===== config.mk =====
export PLATFORM = sky130hd
export DESIGN_NAME = akus_top
export DESIGN_NICKNAME = d
export VERILOG_FILES = /design/src/verilog/akus_pkg.sv /design/src/verilog/akus_ramp_if.sv /design/src/verilog/akus_ramp.sv /design/src/verilog/akus_sync_gen.sv /design/src/verilog/akus_top.sv
export VERILOG_INCLUDE_DIRS = /design/src /design/src/verilog
export SDC_FILE = /design/constraint.sdc
export NUM_CORES = 1
export LEC_CHECK = 0
export BUFFER_PORTS_ARGS = -buffer_cell sky130_fd_sc_hd__buf_2
export CAP_MARGIN = 10
export CORE_MARGIN = 10
export CORE_UTILIZATION = 53
export DETAILED_ROUTE_END_ITERATION = 6
export PLACE_DENSITY = 0.87
export SLEW_MARGIN = 20
export SYNTH_ARGS = -nofsm -noshare
export SYNTH_HDL_FRONTEND = slang
export SYNTH_SLANG_ARGS = --single-unit

===== constraint.sdc =====
create_clock -name clock -period 12 [get_ports clock]
set_clock_uncertainty 0.05 [all_clocks]
set_input_delay 0 -clock clock [delete_from_list [all_inputs] [get_ports clock]]
set_output_delay 0 -clock clock [all_outputs]
set_load 0.01 [all_outputs]

===== src/verilog/akus_defs.svh =====
`ifndef AKUS_DEFS_SVH
`define AKUS_DEFS_SVH

// register byte addresses
`define AKUS_OFF_CW1 8'h00
`define AKUS_OFF_CW2 8'h04
`define AKUS_OFF_ASF 8'h08
`define AKUS_OFF_ARR 8'h0c
`define AKUS_OFF_STAT 8'h10

// control_word_one bit positions
`define AKUS_CW1_LOAD_TMR 26
`define AKUS_CW1_KEY_EN 25
`define AKUS_CW1_KEY_INT 24
`define AKUS_CW1_AUTO_SYNC 23
`define AKUS_CW1_SW_SYNC 22

// control_word_two bit positions
`define AKUS_CW2_HS_SYNC 11
`define AKUS_CW2_HW_SYNC 10
`define AKUS_CW2_XTAL_EN 9

// amplitude_scale_register fields
`define AKUS_ASF_STEP_LSB 14
`define AKUS_ASF_LIM_MSB 13

// reset values
`define AKUS_RST_CW1 5'h00
`define AKUS_RST_CW2 3'h0
`define AKUS_RST_ASF 16'h0000
`define AKUS_RST_ARR 8'h00

// full-scale multiplier code used while keying is bypassed
`define AKUS_FULL_SCALE 14'h3fff
// sync clock phase a slave aims for when its sync input rises
`define AKUS_ALIGN_PH 2'h2
// system clock cycles per sync clock cycle
`define AKUS_SYNC_DIV 4

`endif


===== src/verilog/akus_pkg.sv =====
package akus_pkg;
    typedef enum logic [1:0] {
        AKUS_BYPASS,
        AKUS_MANUAL,
        AKUS_AUTO
    } akus_mode_t;
endpackage


===== src/verilog/akus_ramp_if.sv =====
`timescale 1ns/1ps
interface akus_ramp_if #(parameter int CNT_W = 10);
    logic auto_en;
    logic key_lvl;
    logic upd_load;
    logic [7:0] rate;
    logic [1:0] step_code;
    logic [CNT_W-1:0] limit;
    logic [CNT_W-1:0] scale;
    modport ctrl (output auto_en, key_lvl, upd_load, rate, step_code, limit, input scale);
    modport ramp (input auto_en, key_lvl, upd_load, rate, step_code, limit, output scale);
endinterface


===== src/verilog/akus_ramp.sv =====
`timescale 1ns/1ps
module akus_ramp #(parameter int CNT_W = 10) (
    input wire logic clock,
    input wire logic rst,
    akus_ramp_if.ramp rif
);
    logic [7:0] timer_r;
    logic key_prev_r;
    logic auto_prev_r;
    logic [CNT_W-1:0] cnt_r;
    logic [CNT_W-1:0] cnt_nxt;
    logic [CNT_W-1:0] step;
    logic [CNT_W:0] sum;
    logic tick;
    logic reload;

    assign step = CNT_W'(1) << rif.step_code;
    assign tick = rif.auto_en & (timer_r <= 8'h01);
    assign reload = tick | (rif.key_lvl != key_prev_r)
        | rif.upd_load
        | (rif.auto_en & ~auto_prev_r);
    assign sum = {1'b0, cnt_r} + {1'b0, step};

    always_comb begin
        cnt_nxt = cnt_r;
        if (rif.key_lvl) begin
            // clamp to the limit instead of wrapping
            cnt_nxt = (sum >= {1'b0, rif.limit}) ? rif.limit : sum[CNT_W-1:0];
        end else if (cnt_r < step) begin
            cnt_nxt = '0;
        end else begin
            cnt_nxt = cnt_r - step;
        end
    end

    always_ff @(posedge clock or posedge rst) begin
        if (rst) begin
            timer_r <= 8'h00;
            key_prev_r <= 1'b0;
            auto_prev_r <= 1'b0;
        end else begin
            key_prev_r <= rif.key_lvl;
            auto_prev_r <= rif.auto_en;
            if (!rif.auto_en || reload) begin
                timer_r <= rif.rate;
            end else begin
                timer_r <= timer_r - 8'h01;
            end
        end
    end

    always_ff @(posedge clock or posedge rst) begin
        if (rst) begin
            cnt_r <= '0;
        end else if (!rif.auto_en) begin
            cnt_r <= '0;
        end else if (tick) begin
            cnt_r <= cnt_nxt;
        end
    end

    assign rif.scale = cnt_r;
endmodule


===== src/verilog/akus_sync_gen.sv =====
`timescale 1ns/1ps
`include "akus_defs.svh"
module akus_sync_gen (
    input wire logic clock,
    input wire logic rst,
    input wire logic manual_adv,
    input wire logic hw_en,
    input wire logic auto_en,
    input wire logic sync_in_rise,
    output logic sync_clk,
    output logic rise,
    output logic [1:0] phase
);
    logic [1:0] phase_r;
    logic [1:0] phase_nxt;
    logic adv;
    logic sync_clk_r;
    logic rise_r;

    // auto mode nudges one cycle per master edge until phases agree
    assign adv = manual_adv | (hw_en & sync_in_rise)
        | (auto_en & sync_in_rise & (phase_r != `AKUS_ALIGN_PH));
    // an advance skips one phase step, pulling the rising edge earlier
    assign phase_nxt = adv ? phase_r + 2'h2 : phase_r + 2'h1;

    always_ff @(posedge clock or posedge rst) begin
        if (rst) begin
            phase_r <= 2'h0;
            sync_clk_r <= 1'b0;
            rise_r <= 1'b0;
        end else begin
            phase_r <= phase_nxt;
            sync_clk_r <= ~phase_nxt[1];
            rise_r <= ~phase_nxt[1] & ~sync_clk_r;
        end
    end

    assign sync_clk = sync_clk_r;
    assign rise = rise_r;
    assign phase = phase_r;
endmodule


===== src/verilog/akus_top.sv =====
// Behaviour
// auto keying needs enable and internal select
// auto scale from 10-bit paced counter
// count up on keying high, down low
// scale factor unsigned, zero to full scale
// step code selects 1, 2, 4, 8
// ramp limited by amplitude scale value
// timer down-counts, reloads at one, repeats
// load bit lets update reload timer
// keying pin change reloads timer
// entering auto mode reloads timer
// manual mode uses amplitude register directly
// sync clock is system clock over four
// update strobe sampled on sync rising edge
// strobe edge copies buffers to active registers
// controller keeps strobe low one sync cycle
// auto sync slews phase to sync input
// software sets speed bit above 250 MSPS
// software sync bit advances once, self-clears
// hardware sync: input edges advance phase
// system shares clock and strobe edge
// oscillator pin static until enabled
// keying disabled bypasses scaling entirely
// scale saturates, never wraps
`timescale 1ns/1ps
`include "akus_defs.svh"
module akus_top #(
    parameter int CNT_W = 10
) (
    input wire logic clock,
    input wire logic rst,
    input wire logic psel,
    input wire logic penable,
    input wire logic pwrite,
    input wire logic [7:0] paddr,
    input wire logic [31:0] pwdata,
    output logic [31:0] prdata,
    output logic pready,
    output logic pslverr,
    input wire logic shaped_keying_input,
    input wire logic io_update,
    input wire logic sync_in,
    input wire logic osc_in,
    output logic sync_clk_out,
    output logic osc_out,
    output logic [13:0] scale_factor,
    output akus_pkg::akus_mode_t mode
);
    import akus_pkg::*;

    // buffered copies, written over the bus
    logic [4:0] cw1_buf_r;
    logic [2:0] cw2_buf_r;
    logic [15:0] asf_buf_r;
    logic [7:0] arr_buf_r;
    // active copies, loaded by the update pulse
    logic [4:0] cw1_r;
    logic [2:0] cw2_r;
    logic [15:0] asf_r;
    logic [7:0] arr_r;

    logic [31:0] prdata_r;
    logic pready_r;
    logic pslverr_r;
    logic access;
    logic wr_take;
    logic mapped;
    logic [31:0] rd_mux;
    logic sw_sync_r;

    logic [1:0] key_sync_r;
    logic [1:0] upd_sync_r;
    logic [1:0] sin_sync_r;
    logic [1:0] osc_sync_r;
    logic sin_prev_r;
    logic sin_rise;
    logic upd_smp_r;
    logic upd_prev_r;
    logic upd_pulse;

    logic sync_clk_w;
    logic sync_rise;
    logic [1:0] sync_phase;
    logic sync_clk_out_r;
    logic osc_out_r;
    logic [13:0] scale_r;
    akus_mode_t mode_r;
    akus_mode_t mode_nxt;

    akus_ramp_if #(.CNT_W(CNT_W)) rif ();

    // apb slave: one wait state, then pready for one cycle
    assign access = psel & penable;
    assign wr_take = access & pwrite & pready_r;

    always_comb begin
        mapped = 1'b1;
        rd_mux = 32'h0000_0000;
        if (paddr == `AKUS_OFF_CW1) begin
            rd_mux[`AKUS_CW1_LOAD_TMR:`AKUS_CW1_SW_SYNC] = cw1_buf_r;
        end else if (paddr == `AKUS_OFF_CW2) begin
            rd_mux[`AKUS_CW2_HS_SYNC:`AKUS_CW2_XTAL_EN] = cw2_buf_r;
        end else if (paddr == `AKUS_OFF_ASF) begin
            rd_mux[15:0] = asf_buf_r;
        end else if (paddr == `AKUS_OFF_ARR) begin
            rd_mux[7:0] = arr_buf_r;
        end else if (paddr == `AKUS_OFF_STAT) begin
            rd_mux[13:0] = scale_r;
            rd_mux[17:16] = sync_phase;
            rd_mux[21:20] = mode_r;
        end else begin
            mapped = 1'b0;
        end
    end

    always_ff @(posedge clock or posedge rst) begin
        if (rst) begin
            pready_r <= 1'b0;
            pslverr_r <= 1'b0;
            prdata_r <= 32'h0000_0000;
        end else begin
            pready_r <= access & ~pready_r;
            pslverr_r <= access & ~pready_r & ~mapped;
            if (access && !pready_r && !pwrite) begin
                prdata_r <= rd_mux;
            end
        end
    end

    // the sync bit is never stored, so it always reads back as zero
    always_ff @(posedge clock or posedge rst) begin
        if (rst) begin
            sw_sync_r <= 1'b0;
        end else begin
            sw_sync_r <= wr_take && paddr == `AKUS_OFF_CW1
                && pwdata[`AKUS_CW1_SW_SYNC];
        end
    end

    always_ff @(posedge clock or posedge rst) begin
        if (rst) begin
            cw1_buf_r <= `AKUS_RST_CW1;
            cw2_buf_r <= `AKUS_RST_CW2;
            asf_buf_r <= `AKUS_RST_ASF;
            arr_buf_r <= `AKUS_RST_ARR;
        end else if (wr_take) begin
            if (paddr == `AKUS_OFF_CW1) begin
                cw1_buf_r <= {pwdata[`AKUS_CW1_LOAD_TMR:`AKUS_CW1_AUTO_SYNC], 1'b0};
            end else if (paddr == `AKUS_OFF_CW2) begin
                cw2_buf_r <= pwdata[`AKUS_CW2_HS_SYNC:`AKUS_CW2_XTAL_EN];
            end else if (paddr == `AKUS_OFF_ASF) begin
                asf_buf_r <= pwdata[15:0];
            end else if (paddr == `AKUS_OFF_ARR) begin
                arr_buf_r <= pwdata[7:0];
            end
        end
    end

    // pin synchronisers
    always_ff @(posedge clock or posedge rst) begin
        if (rst) begin
            key_sync_r <= 2'h0;
            upd_sync_r <= 2'h0;
            sin_sync_r <= 2'h0;
            osc_sync_r <= 2'h0;
            sin_prev_r <= 1'b0;
        end else begin
            key_sync_r <= {key_sync_r[0], shaped_keying_input};
            upd_sync_r <= {upd_sync_r[0], io_update};
            sin_sync_r <= {sin_sync_r[0], sync_in};
            osc_sync_r <= {osc_sync_r[0], osc_in};
            sin_prev_r <= sin_sync_r[1];
        end
    end

    assign sin_rise = sin_sync_r[1] & ~sin_prev_r;

    akus_sync_gen u_sync (
        .clock(clock),
        .rst(rst),
        .manual_adv(sw_sync_r),
        .hw_en(cw2_r[`AKUS_CW2_HW_SYNC - `AKUS_CW2_XTAL_EN]),
        .auto_en(cw1_r[`AKUS_CW1_AUTO_SYNC - `AKUS_CW1_SW_SYNC]),
        .sync_in_rise(sin_rise),
        .sync_clk(sync_clk_w),
        .rise(sync_rise),
        .phase(sync_phase)
    );

    // strobe is only looked at on sync clock rising edges
    always_ff @(posedge clock or posedge rst) begin
        if (rst) begin
            upd_smp_r <= 1'b0;
            upd_prev_r <= 1'b0;
        end else if (sync_rise) begin
            upd_smp_r <= upd_sync_r[1];
            upd_prev_r <= upd_smp_r;
        end
    end

    // a held-high strobe yields one pulse; a new one needs a low sample
    assign upd_pulse = sync_rise & upd_smp_r & ~upd_prev_r;

    always_ff @(posedge clock or posedge rst) begin
        if (rst) begin
            cw1_r <= `AKUS_RST_CW1;
            cw2_r <= `AKUS_RST_CW2;
            asf_r <= `AKUS_RST_ASF;
            arr_r <= `AKUS_RST_ARR;
        end else if (upd_pulse) begin
            cw1_r <= cw1_buf_r;
            cw2_r <= cw2_buf_r;
            asf_r <= asf_buf_r;
            arr_r <= arr_buf_r;
        end
    end

    always_comb begin
        if (!cw1_r[`AKUS_CW1_KEY_EN - `AKUS_CW1_SW_SYNC]) begin
            mode_nxt = AKUS_BYPASS;
        end else if (cw1_r[`AKUS_CW1_KEY_INT - `AKUS_CW1_SW_SYNC]) begin
            mode_nxt = AKUS_AUTO;
        end else begin
            mode_nxt = AKUS_MANUAL;
        end
    end

    assign rif.auto_en = (mode_nxt == AKUS_AUTO);
    assign rif.key_lvl = key_sync_r[1];
    assign rif.upd_load = upd_pulse & cw1_r[`AKUS_CW1_LOAD_TMR - `AKUS_CW1_SW_SYNC];
    assign rif.rate = arr_r;
    assign rif.step_code = asf_r[15:`AKUS_ASF_STEP_LSB];
    // limit compares against the top bits of the 14-bit scale value
    assign rif.limit = asf_r[`AKUS_ASF_LIM_MSB -: CNT_W];

    akus_ramp #(.CNT_W(CNT_W)) u_ramp (
        .clock(clock),
        .rst(rst),
        .rif(rif)
    );

    always_ff @(posedge clock or posedge rst) begin
        if (rst) begin
            mode_r <= AKUS_BYPASS;
            scale_r <= `AKUS_FULL_SCALE;
        end else begin
            mode_r <= mode_nxt;
            case (mode_nxt)
                AKUS_AUTO: begin
                    // widen by repeating msbs so all-ones reaches full scale
                    scale_r <= {rif.scale, rif.scale[CNT_W-1 -: 14 - CNT_W]};
                end
                AKUS_MANUAL: begin
                    scale_r <= asf_r[`AKUS_ASF_LIM_MSB:0];
                end
                default: begin
                    scale_r <= `AKUS_FULL_SCALE;
                end
            endcase
        end
    end

    always_ff @(posedge clock or posedge rst) begin
        if (rst) begin
            sync_clk_out_r <= 1'b0;
            osc_out_r <= 1'b0;
        end else begin
            sync_clk_out_r <= sync_clk_w;
            osc_out_r <= osc_sync_r[1] & cw2_r[0];
        end
    end

    assign prdata = prdata_r;
    assign pready = pready_r;
    assign pslverr = pslverr_r;
    assign sync_clk_out = sync_clk_out_r;
    assign osc_out = osc_out_r;
    assign scale_factor = scale_r;
    assign mode = mode_r;
endmodule

== Word-level counts from Yosys, hierarchy flattened ==
Index checks and enable logic that the tools add are counted.

* Add/subtract/negate cells: 5
* $lt $le $gt $ge: 3
* Equal/unequal tests: 9
* Shift-type cells: 1
* Mux-type cells: 33
* Bitwise operators: 31
* Reduce and logical (&&, ||, !) cells: 13

{| class="wikitable"
|+ Operators with widths
! operator !! number
|-
| $mux W10 || 5
|-
| $mux W14 || 2
|-
| $pmux W14 S2 || 1
|-
| $mux W2 || 12
|-
| $mux W18 || 1
|-
| $and A1 B1 Y1 || 16
|-
| $eq A8 B4 Y1 const B || 2
|-
| $mux W8 || 2
|-
| $mux W6 || 2
|-
| $add A10 B10 Y11 || 1
|-
| $ge A11 B10 Y1 || 1
|-
| $lt A10 B10 Y1 || 1
|-
| $not A1 Y1 || 10
|-
| $shl A1 B2 Y10 const A || 1
|-
| $sub A10 B10 Y10 || 1
|-
| $mux W9 || 1
|-
| $eq A8 B3 Y1 const B || 1
|-
| $eq A8 B5 Y1 const B || 1
|-
| $le A8 B1 Y1 const B || 1
|-
| $logic_not A8 Y1 || 1
|-
| $sub A8 B1 Y8 const B || 1
|-
| $mux W1 || 5
|-
| $mux W5 || 1
|-
| $or A1 B1 Y1 || 5
|-
| 14 further kinds || 20
|}

* Bits in registers: 142
* Input bits: 49
* Output and inout port bits: 52
* Word-level logic and storage cells: 125

== Longest topological paths before layout ==
Gate-level depths: netlist (run 1).

* Depth after elaboration: 9
* Mapped depth: 15
* Gate-level depth less buffers: 15

== Hierarchy ==
Synthesis (run 1) repeated with hierarchy kept, for this count alone.

* Cells, all modules: 616
* Area, all modules: 6988.0 um^2

{| class="wikitable"
|+ Modules (own cells, without submodules)
! module !! instances !! cells an instance !! area an instance (um^2) !! sequential area each (um^2)
|-
| akus_top || 1 || 346 || 4758.3 || 2945.3
|-
| akus_ramp || 1 || 254 || 2024.4 || 500.5
|-
| akus_sync_gen || 1 || 16 || 205.2 || 100.1
|}

== Worst setup path after synthesis (run 1) ==
OpenSTA, ideal clock, no wires.

* Path kind: register to register
* Start point: register asf_r[14]
* End point: register u_ramp.cnt_r[6] (netlist: u_ramp.rif.scale[6])
* Library setup time: 0.128 ns
* Data arrival time: 3.365 ns
* Data required time: 11.822 ns
* Path slack: 8.457 ns
* Stages on the path, launching flop included: 14
* Path buffers: 1
* Period minus slack after synthesis: 3.543 ns
* Path through: dfrtp_1 nand2b_1 ha_1 buf_2 or3b_2 a31oi_1 o211ai_1 xnor2_1 ha_1 nor2b_1 a311o_1 a41oi_4 mux2i_1 a211oi_2

* Cells in the longest elaborated chain, start to end: 7
* Elaborated cells on any way between the ends: 10
* Those cells by class: 2 x add/sub; 2 x order compare; 1 x shift; 5 x mux

{| class="wikitable"
|+ Ends and longest elaborated chain
! item !! line !! RTL
|-
| start: declaration || akus_top.sv:59 || <nowiki>logic [15:0] asf_r;</nowiki>
|-
| start signal: assignment || akus_top.sv:208 || <nowiki>asf_r <= `AKUS_RST_ASF;</nowiki>
|-
| start signal: assignment || akus_top.sv:213 || <nowiki>asf_r <= asf_buf_r;</nowiki>
|-
| $shl A1 B2 Y10 * || akus_ramp.sv:17 || <nowiki>assign step = CNT_W'(1) << rif.step_code;</nowiki>
|-
| $add A10 B10 Y11 || akus_ramp.sv:22 || <nowiki>assign sum = {1'b0, cnt_r} + {1'b0, step};</nowiki>
|-
| $ge A11 B10 Y1 || akus_ramp.sv:28 || <nowiki>cnt_nxt = (sum >= {1'b0, rif.limit}) ? rif.limit : sum[CNT_W-1:0];</nowiki>
|-
| $mux W10 || akus_ramp.sv:28 ||
|-
| $mux W10 * || akus_ramp.sv:26 || <nowiki>if (rif.key_lvl) begin</nowiki>
|-
| $mux W10 * || akus_ramp.sv:57 || <nowiki>end else if (tick) begin</nowiki>
|-
| $mux W10 * || akus_ramp.sv:55 || <nowiki>end else if (!rif.auto_en) begin</nowiki>
|-
| end signal: assignment || akus_ramp.sv:58 || <nowiki>cnt_r <= cnt_nxt;</nowiki>
|-
| end: declaration || akus_ramp.sv:10 || <nowiki>logic [CNT_W-1:0] cnt_r;</nowiki>
|}

Mark *: on every way between the ends. The rest lies on a longest branch, timed or not. The select of a mux whose other input is x is not followed.
A chain may end at the register's enable or synchronous reset.

== Worst setup path in the final report (run 1) ==
* Start point: register asf_r[14]
* End point: register u_ramp.cnt_r[2] (netlist: u_ramp.rif.scale[2])

The elaborated chain is that of the path after synthesis.

==> run metrics, run 1 <==
CP cell instances nand2b_1 > ha_1 > or3b_2 > a31oi_1 > o21ai_0 > xor2_1 > inv_1 > ha_1 > nand2_1 > o21ai_0 > o21bai_1 > a41o_1 > mux2_2 > o21ai_1; worst-margin pin slew roughly 1.1 ns; CP max-delay cell or3b_2; number of synthesized register bits 140; area grow syn2layout 21.99%; Die Width 132.7 microns; Adder-Cell Fraction of Synth Area 0.04495; Crit. Startpoint asf_r[14]; share of cells above drive strength 1 0.2879; Hold Path Class input port to flip-flop; first-pass GRT wire length 30040 microns; internal power between 0.8 and 0.9 mW; Post-synth EDFFs 0; CP bufs+invs 1; IR drop worst, VDD between 0.0001 and 0.00015 V; worst setup path endpoint u_ramp.rif.scale[2]; Mapped Cells 591; Mean Syn Cell Area 11.40 sq um; Total Routed Length between 15000 and 20000 microns; post-synthesis sequential area ratio 0.5227; first drt pass iteration count 5; number of cells on the critical path 14; Overflow after GRT 0; Post-CTS Resized 0; Distinct cells, synth 64; DRC Markers 0; Critical Path RT 12.31 ns; Power Dens Cells approximately 140 nW/um^2; Fill cells 891; crit path DAT 4.47 ns; DIE AREA 17620 sq um; H-Tree Depth 4; xor/xnor share of the synthesized area 0.02210; max-slew violations 0; final setup violation count 0; status completed; post-synthesis mux area share 0.1278; family with the most delay on the worst path compound AO/OA/AOI/OAI gates; CP Capture Type flip-flop; P_sw 0.2584 mW; routability cong. 0.9356; reg-to-reg startpoint asf_r[14]; RSZ-0062 raised after global routing false; Worst-path clk slew 0.06 ns; Seq pwr share 0.438; compound-cell area share of the yosys netlist 0.1317; r2r worst-path depth 14; crit-path max FO 8; Hold Buf Count CTS 35; ant diodes 0; Leak 3.974 nW; flop2flop setup slack around 7.8 ns; simple-gate share of the synthesized area 0.1031; # Post-CTS Setup Buffers 0; Synthesis Warnings 0; sw frac 0.2263; main combinational cell family by area after synthesis compound AO/OA/AOI/OAI gates; fin crit share 0.3474; number of CTS-inserted buffers 17; vias per cell 5.975; ys flop type dfrtp_1; WL/cell 20.42 microns; Final min period 4.169 ns; gr usage total 0.2103; # rows ~40; die span in y 132.7 microns; CTS Buffer Depth 2; setup TNS 0 ns; Final HPWL DP 11620 microns; CP peak stage delay 0.52 ns; largest net degree at the start of global routing between 80 and 90; Max-Cap Viols 0; vias in the first global route 5656; Final nets ~770; combinational fraction of design power 0.073; I/O pins 101; latest clock arrival within the worst-skew pair 0.43 ns; fmax 0.2399 GHz; post-detailed-route count of antenna-violating nets 0; Clock Tree Root clkbuf_16; ys async rst share 1.000; post-synthesis cell area 6736 sq um; Clk network pwr share 0.488; clk sink count 140; # port buffers 81; WS Path Type flip-flop to flip-flop; Rel. slew slack 0.2910; crit start category flip-flop; Final Hold Fails 0; initial antenna violation count 0; initial core utilization 0.5382; core area 12520 sq um; CTS tree yes; r2r endpoint u_ramp.rif.scale[2]; via count 5282; setup ws final 7.831 ns; 1st-iter DRT viols ~380; pre-CTS WS a little under 8 ns
[cells by family (layout without fill, tap and decap cells)]
| family | after synthesis | after routing |
|---|---|---|
| flops | 140 | 140 |
| simple gates | 135 | 135 |
| compound gates | 123 | 123 |
| mux | 78 | 78 |
| buf+inv | 74 | 188 |
| fa+ha+maj | 23 | 23 |
| xor+xnor | 17 | 17 |
| other cells | 1 | 8 |
[cell usage in the layout (no fill, tap or decap), drive strengths merged, types with 14 or more instances in the layout]
cell | netlist | final
buf | 16 | 86
ha | 21 | 21
dfstp | 14 | 14
o21ai | 26 | 26
inv | 36 | 37
clkbuf | 22 | 21
mux2i | 14 | 14
mux2 | 64 | 64
dlygate4sd3 | 0 | 35
dfrtp | 126 | 126
a21oi | 20 | 20
nand2 | 34 | 34
nor2 | 41 | 41
[through the flow]
step	area, sq um	hold slack [ns]	instances	util	power [mW]
6_report	8218	0.1286	884	0.6565	1.142
5_1_grt	8218	0.1576	884	0.6565	1.177
4_1_cts	8218	0.09280	884	0.6565	1.144
3_5_place_dp	7243	0.05945	818	0.5787	0.5812
3_3_place_gp	7243	0.05800	818	0.5787	0.5766
2_1_floorplan	6763	-0.01857	598	-	0.5566
[registers in the layout, indices dropped and copies added, names as in the netlist, 4 cells and up]
signal and flops:
asf_r 16, scale_factor 14, prdata 24, u_ramp.timer_r 8
cw1_r 4, cw1_buf_r 4, asf_buf_r 16, arr_r 8
u_ramp.rif.scale 10, arr_buf_r 8
[power by group through the flow]
stage               clock (mW)  sequential, mW  combinational (mW)
CTS                      0.562           0.500              0.0830
finish                   0.558           0.500              0.0838
global route             0.584           0.502              0.0913
floorplan                    0           0.506              0.0508
global placement             0           0.506              0.0707
detailed placement           0           0.507              0.0738
[worst min path at each step]
| stage | from | to | slack [ns] | depth (start not counted) |
|---|---|---|---|---|
| after floorplan | shaped_keying_input | key_sync_r[0] | -0.02 | 0 |
| after global placement | sync_in | sin_sync_r[0] | 0.06 | 1 |
| after detailed placement | osc_in | osc_sync_r[0] | 0.06 | 1 |
| after CTS | paddr[2] | pslverr | 0.09 | 3 |
| after global routing | paddr[2] | prdata[1] | 0.16 | 3 |
| final | paddr[2] | prdata[5] | 0.13 | 3 |
[final cells by class]
type                            instances  area (sq um)  area share
Clock buffer                           21         460.4     0.05603
Clock inverter                         10         163.9     0.01995
Inverter                               36         140.1     0.01705
Multi-Input combinational cell        384          2924      0.3558
Sequential cell                       140          3521      0.4284
Tap cell                              172         215.2     0.02619
Timing Repair Buffer                  121         793.3     0.09653
[synthesized netlist by cell type, types with 5 or more instances]
cell	number	share of area
mux2_2	64	0.11
a41oi_1	5	0.0065
a21boi_0	5	0.0056
inv_1	36	0.020
mux2i_1	14	0.021
a22o_1	11	0.014
a21oi_1	20	0.015
nand3_1	11	0.0082
nand2_1	33	0.018
a31oi_1	6	0.0056
ha_1	21	0.039
a22oi_1	13	0.014
dfrtp_1	126	0.47
o21ai_0	25	0.019
nor2b_1	5	0.0046
o211ai_1	7	0.0078
buf_4	10	0.011
nor3_1	10	0.0074
xnor2_1	9	0.012
dfstp_2	14	0.055
xor2_1	8	0.010
nand2b_1	7	0.0065
clkbuf_1	22	0.012
nor2_1	41	0.023
[tightest hold or removal path, delay by kind of cell]
family,cells,cell delay [ns]
buf+inv,1,0.25
compound gates,1,0.09
mux,1,0.20
[layer usage]
metal / wire length (microns) / GRT usage / vias up
met5: 0 / 0 / -
met4: 462 / 0.08313 / 0
met3: 1369 / 0.06851 / 43
met2: 9046 / 0.3507 / 244
met1: 7169 / 0.2456 / 2677
li1: - / - / 2318
(Power assumes the default switching activity.)
==> run 2, diff against run 1 <==
clock period = 4.24 ns   (was 12 ns; I/O delays follow)
==> run metrics, run 2 (synthesized netlist as in run 1, its figures left out) <==
setup ws final 0.2221 ns (-7.609 ns); initial core utilization 0.5382 (unchanged); Power Dens Cells 400.0 nW/um^2 (+190%); CTS Buffer Depth 2 (unchanged); share of cells above drive strength 1 0.2930 (+0.005036); pre-CTS WS 0.2824 ns (-7.636 ns); Hold Crit Depth 3 (unchanged); commonest cells after routing, fill and taps aside 126 x dfrtp_1, 81 x buf_2, 64 x mux2_2, 41 x nor2_1, 35 x inv_1; number of flip-flops in the largest register 24 (unchanged); routing usage on met2 0.3482 (-0.002503); P_sw 0.7583 mW (+190%); Post-Place Cells 818 (unchanged); first-pass GRT wire length 28870 microns (-3.9%); DRC Markers 0 (unchanged); vias per cell 5.974 (about the same); Total Routed Length 18020 microns (-0.16%); ant diodes 0 (unchanged); # rows 41 (unchanged); first drt pass iteration count 5 (unchanged); initial antenna violation count 0 (unchanged); reg-to-reg startpoint asf_r[14]; core area 12520 sq um (unchanged); internal power 2.529 mW (+190%); Rel. slew slack 0.3385 (+0.04746); IR drop worst, VDD 0.0003066 V (+120%); Overflow after GRT 0 (unchanged); met1 usage 0.2338 (-0.01179); DIE AREA 17620 sq um (unchanged); Final HPWL DP 11680 microns (+0.52%); CP cell instances nand2b_1 > ha_1 > or3b_2 > a31oi_1 > o21ai_0 > xor2_1 > inv_1 > ha_1 > nand2_1 > o21ai_0 > o21bai_1 > a41oi_4 > mux2i_1 > a31oi_1; # Post-CTS Setup Buffers 0 (unchanged); Leak 3.984 nW (+0.25%); area grow syn2layout 21.99% (unchanged); Final Hold Fails 0 (unchanged); vias in the first global route 5556 (-1.8%); hold path start paddr[2]; Fill cells 855 (-4.0%); Seq pwr share 0.431 (-0.007); fin crit share 0.9476 (+0.6002); register area 3521 sq um (unchanged); I/O pins 101 (unchanged); final setup violation count 0 (unchanged); post-detailed-route count of antenna-violating nets 0 (unchanged); met3 Track Usage GR 0.05942 (-0.009084); setup TNS 0 ns (unchanged); WS Path Type flip-flop to flip-flop; Critical Path RT 4.45 ns (-7.86 ns); Clk network pwr share 0.497 (+0.009); CP max-delay cell or3b_2; number of CTS-inserted buffers 17 (unchanged); area of the multi-input gates 2925 sq um (about the same); via count 5269 (-0.25%); Final nets 770 (-0.26%); max-slew violations 0 (unchanged); H-Tree Depth 4 (unchanged); latest clock arrival within the worst-skew pair 0.43 ns (about the same); Final min period 4.018 ns (-0.1512 ns); Final Core Density 0.6565 (unchanged); Worst-path clk slew 0.06 ns (about the same); CP Capture Type flip-flop; combinational fraction of design power 0.072 (about the same); 1st-iter DRT viols 582 (+52%); Worst Hold Endpoint prdata[7]; crit start category flip-flop; Clock Tree Root clkbuf_16; gr usage total 0.2031 (-0.007187); Most Crowded Layer GR met2; CTS tree yes; worst-margin pin slew 0.9923 ns (-0.07119 ns); status completed; r2r endpoint u_ramp.rif.scale[8]; sw frac 0.2307 (+0.004358); clk sink count 140 (unchanged); die span in y 132.7 microns (unchanged); RSZ-0062 raised after global routing false; crit-path max FO 9 (+1); routability cong. 0.9472 (+1.2%); flop2flop setup slack 0.22 ns (-7.61 ns); WL/cell 20.43 microns (about the same); Hold Path Class input port to flip-flop; CP peak stage delay 0.51 ns (about the same); r2r worst-path depth 14 (unchanged); most common cell after layout, fill and taps aside dfrtp_1; fmax 0.2489 GHz (+3.8%); Layout Cells excl Fill 882 (-0.23%); # port buffers 81 (unchanged); Die Width 132.7 microns (unchanged); crit path DAT 4.22 ns (-0.25 ns); Max-Cap Viols 0 (unchanged); largest net degree at the start of global routing 104 (+21%)
run 2: changes by cell type in the layout (fill, tap and decap cells not counted), moves of 2 or more:
cell	delta
dlygate4sd3_1	-2
clkbuf_1	-2
clkbuf_8	-2
clkinv_4	+2
run 2: layer usage:
layer  vias to the layer above  share of wire
li1                       2308              -
met1                      2633           0.40
met2                       280           0.50
met3                        48          0.081
met4                         0          0.024
met5                         -              0
run 2: final cells by class:
cell class / count / area share
Sequential cell: 140 / 0.4284
Inverter: 36 / 0.01705
Clock buffer: 17 / 0.05177
Clock inverter: 14 / 0.02649
Tap cell: 172 / 0.02619
Multi-Input combinational cell: 384 / 0.3560
Timing Repair Buffer: 119 / 0.09409
run 2: how the worst max path moves through the flow:
stage                     slack [ns]  cells past startpoint                  end  startpoint
after floorplan                 0.46                      1         arr_buf_r[0]         rst
after global placement          0.39                     14  u_ramp.rif.scale[2]   asf_r[14]
after detailed placement        0.28                     14  u_ramp.rif.scale[2]   asf_r[14]
after CTS                       0.26                     14  u_ramp.rif.scale[2]   asf_r[14]
after global routing            0.05                     14  u_ramp.rif.scale[0]   asf_r[15]
final                           0.22                     14  u_ramp.rif.scale[8]   asf_r[14]
run 2: critical path, delay by kind of cell (launching register included):
family          cells  cell delay (ns)
buf+inv             1             0.07
xor+xnor            1             0.22
compound gates      6             1.40
simple gates        3             0.75
fa+ha+maj           2             0.68
mux                 1             0.26
flops               1             0.41
run 2: what timing repair did:
| item | in CTS | in global routing |
|---|---|---|
| hold buffers | 33 | 0 |
| endpoints found under the hold margin | 132 | 0 |
| gates resized for setup | 0 | 1 |
| setup endpoints to repair | 0 | 1 |
run 2: stage by stage:
stage / total power [mW] / hold slack [ns] / cell area (sq um)
CTS: 3.279 / 0.09625 / 8217
floorplan: 1.575 / -0.01857 / 6763
global placement: 1.632 / 0.05835 / 7243
global route: 3.374 / 0.1342 / 8218
finish: 3.287 / 0.1036 / 8218
detailed placement: 1.646 / 0.05935 / 7243
run 2: power by group through the flow:
stage	sequential, mW	combinational, mW	clock (mW)
after floorplan	1.43	0.144	0
after global placement	1.43	0.200	0
after detailed placement	1.44	0.210	0
after CTS	1.42	0.236	1.63
after global routing	1.42	0.259	1.69
final	1.42	0.238	1.63
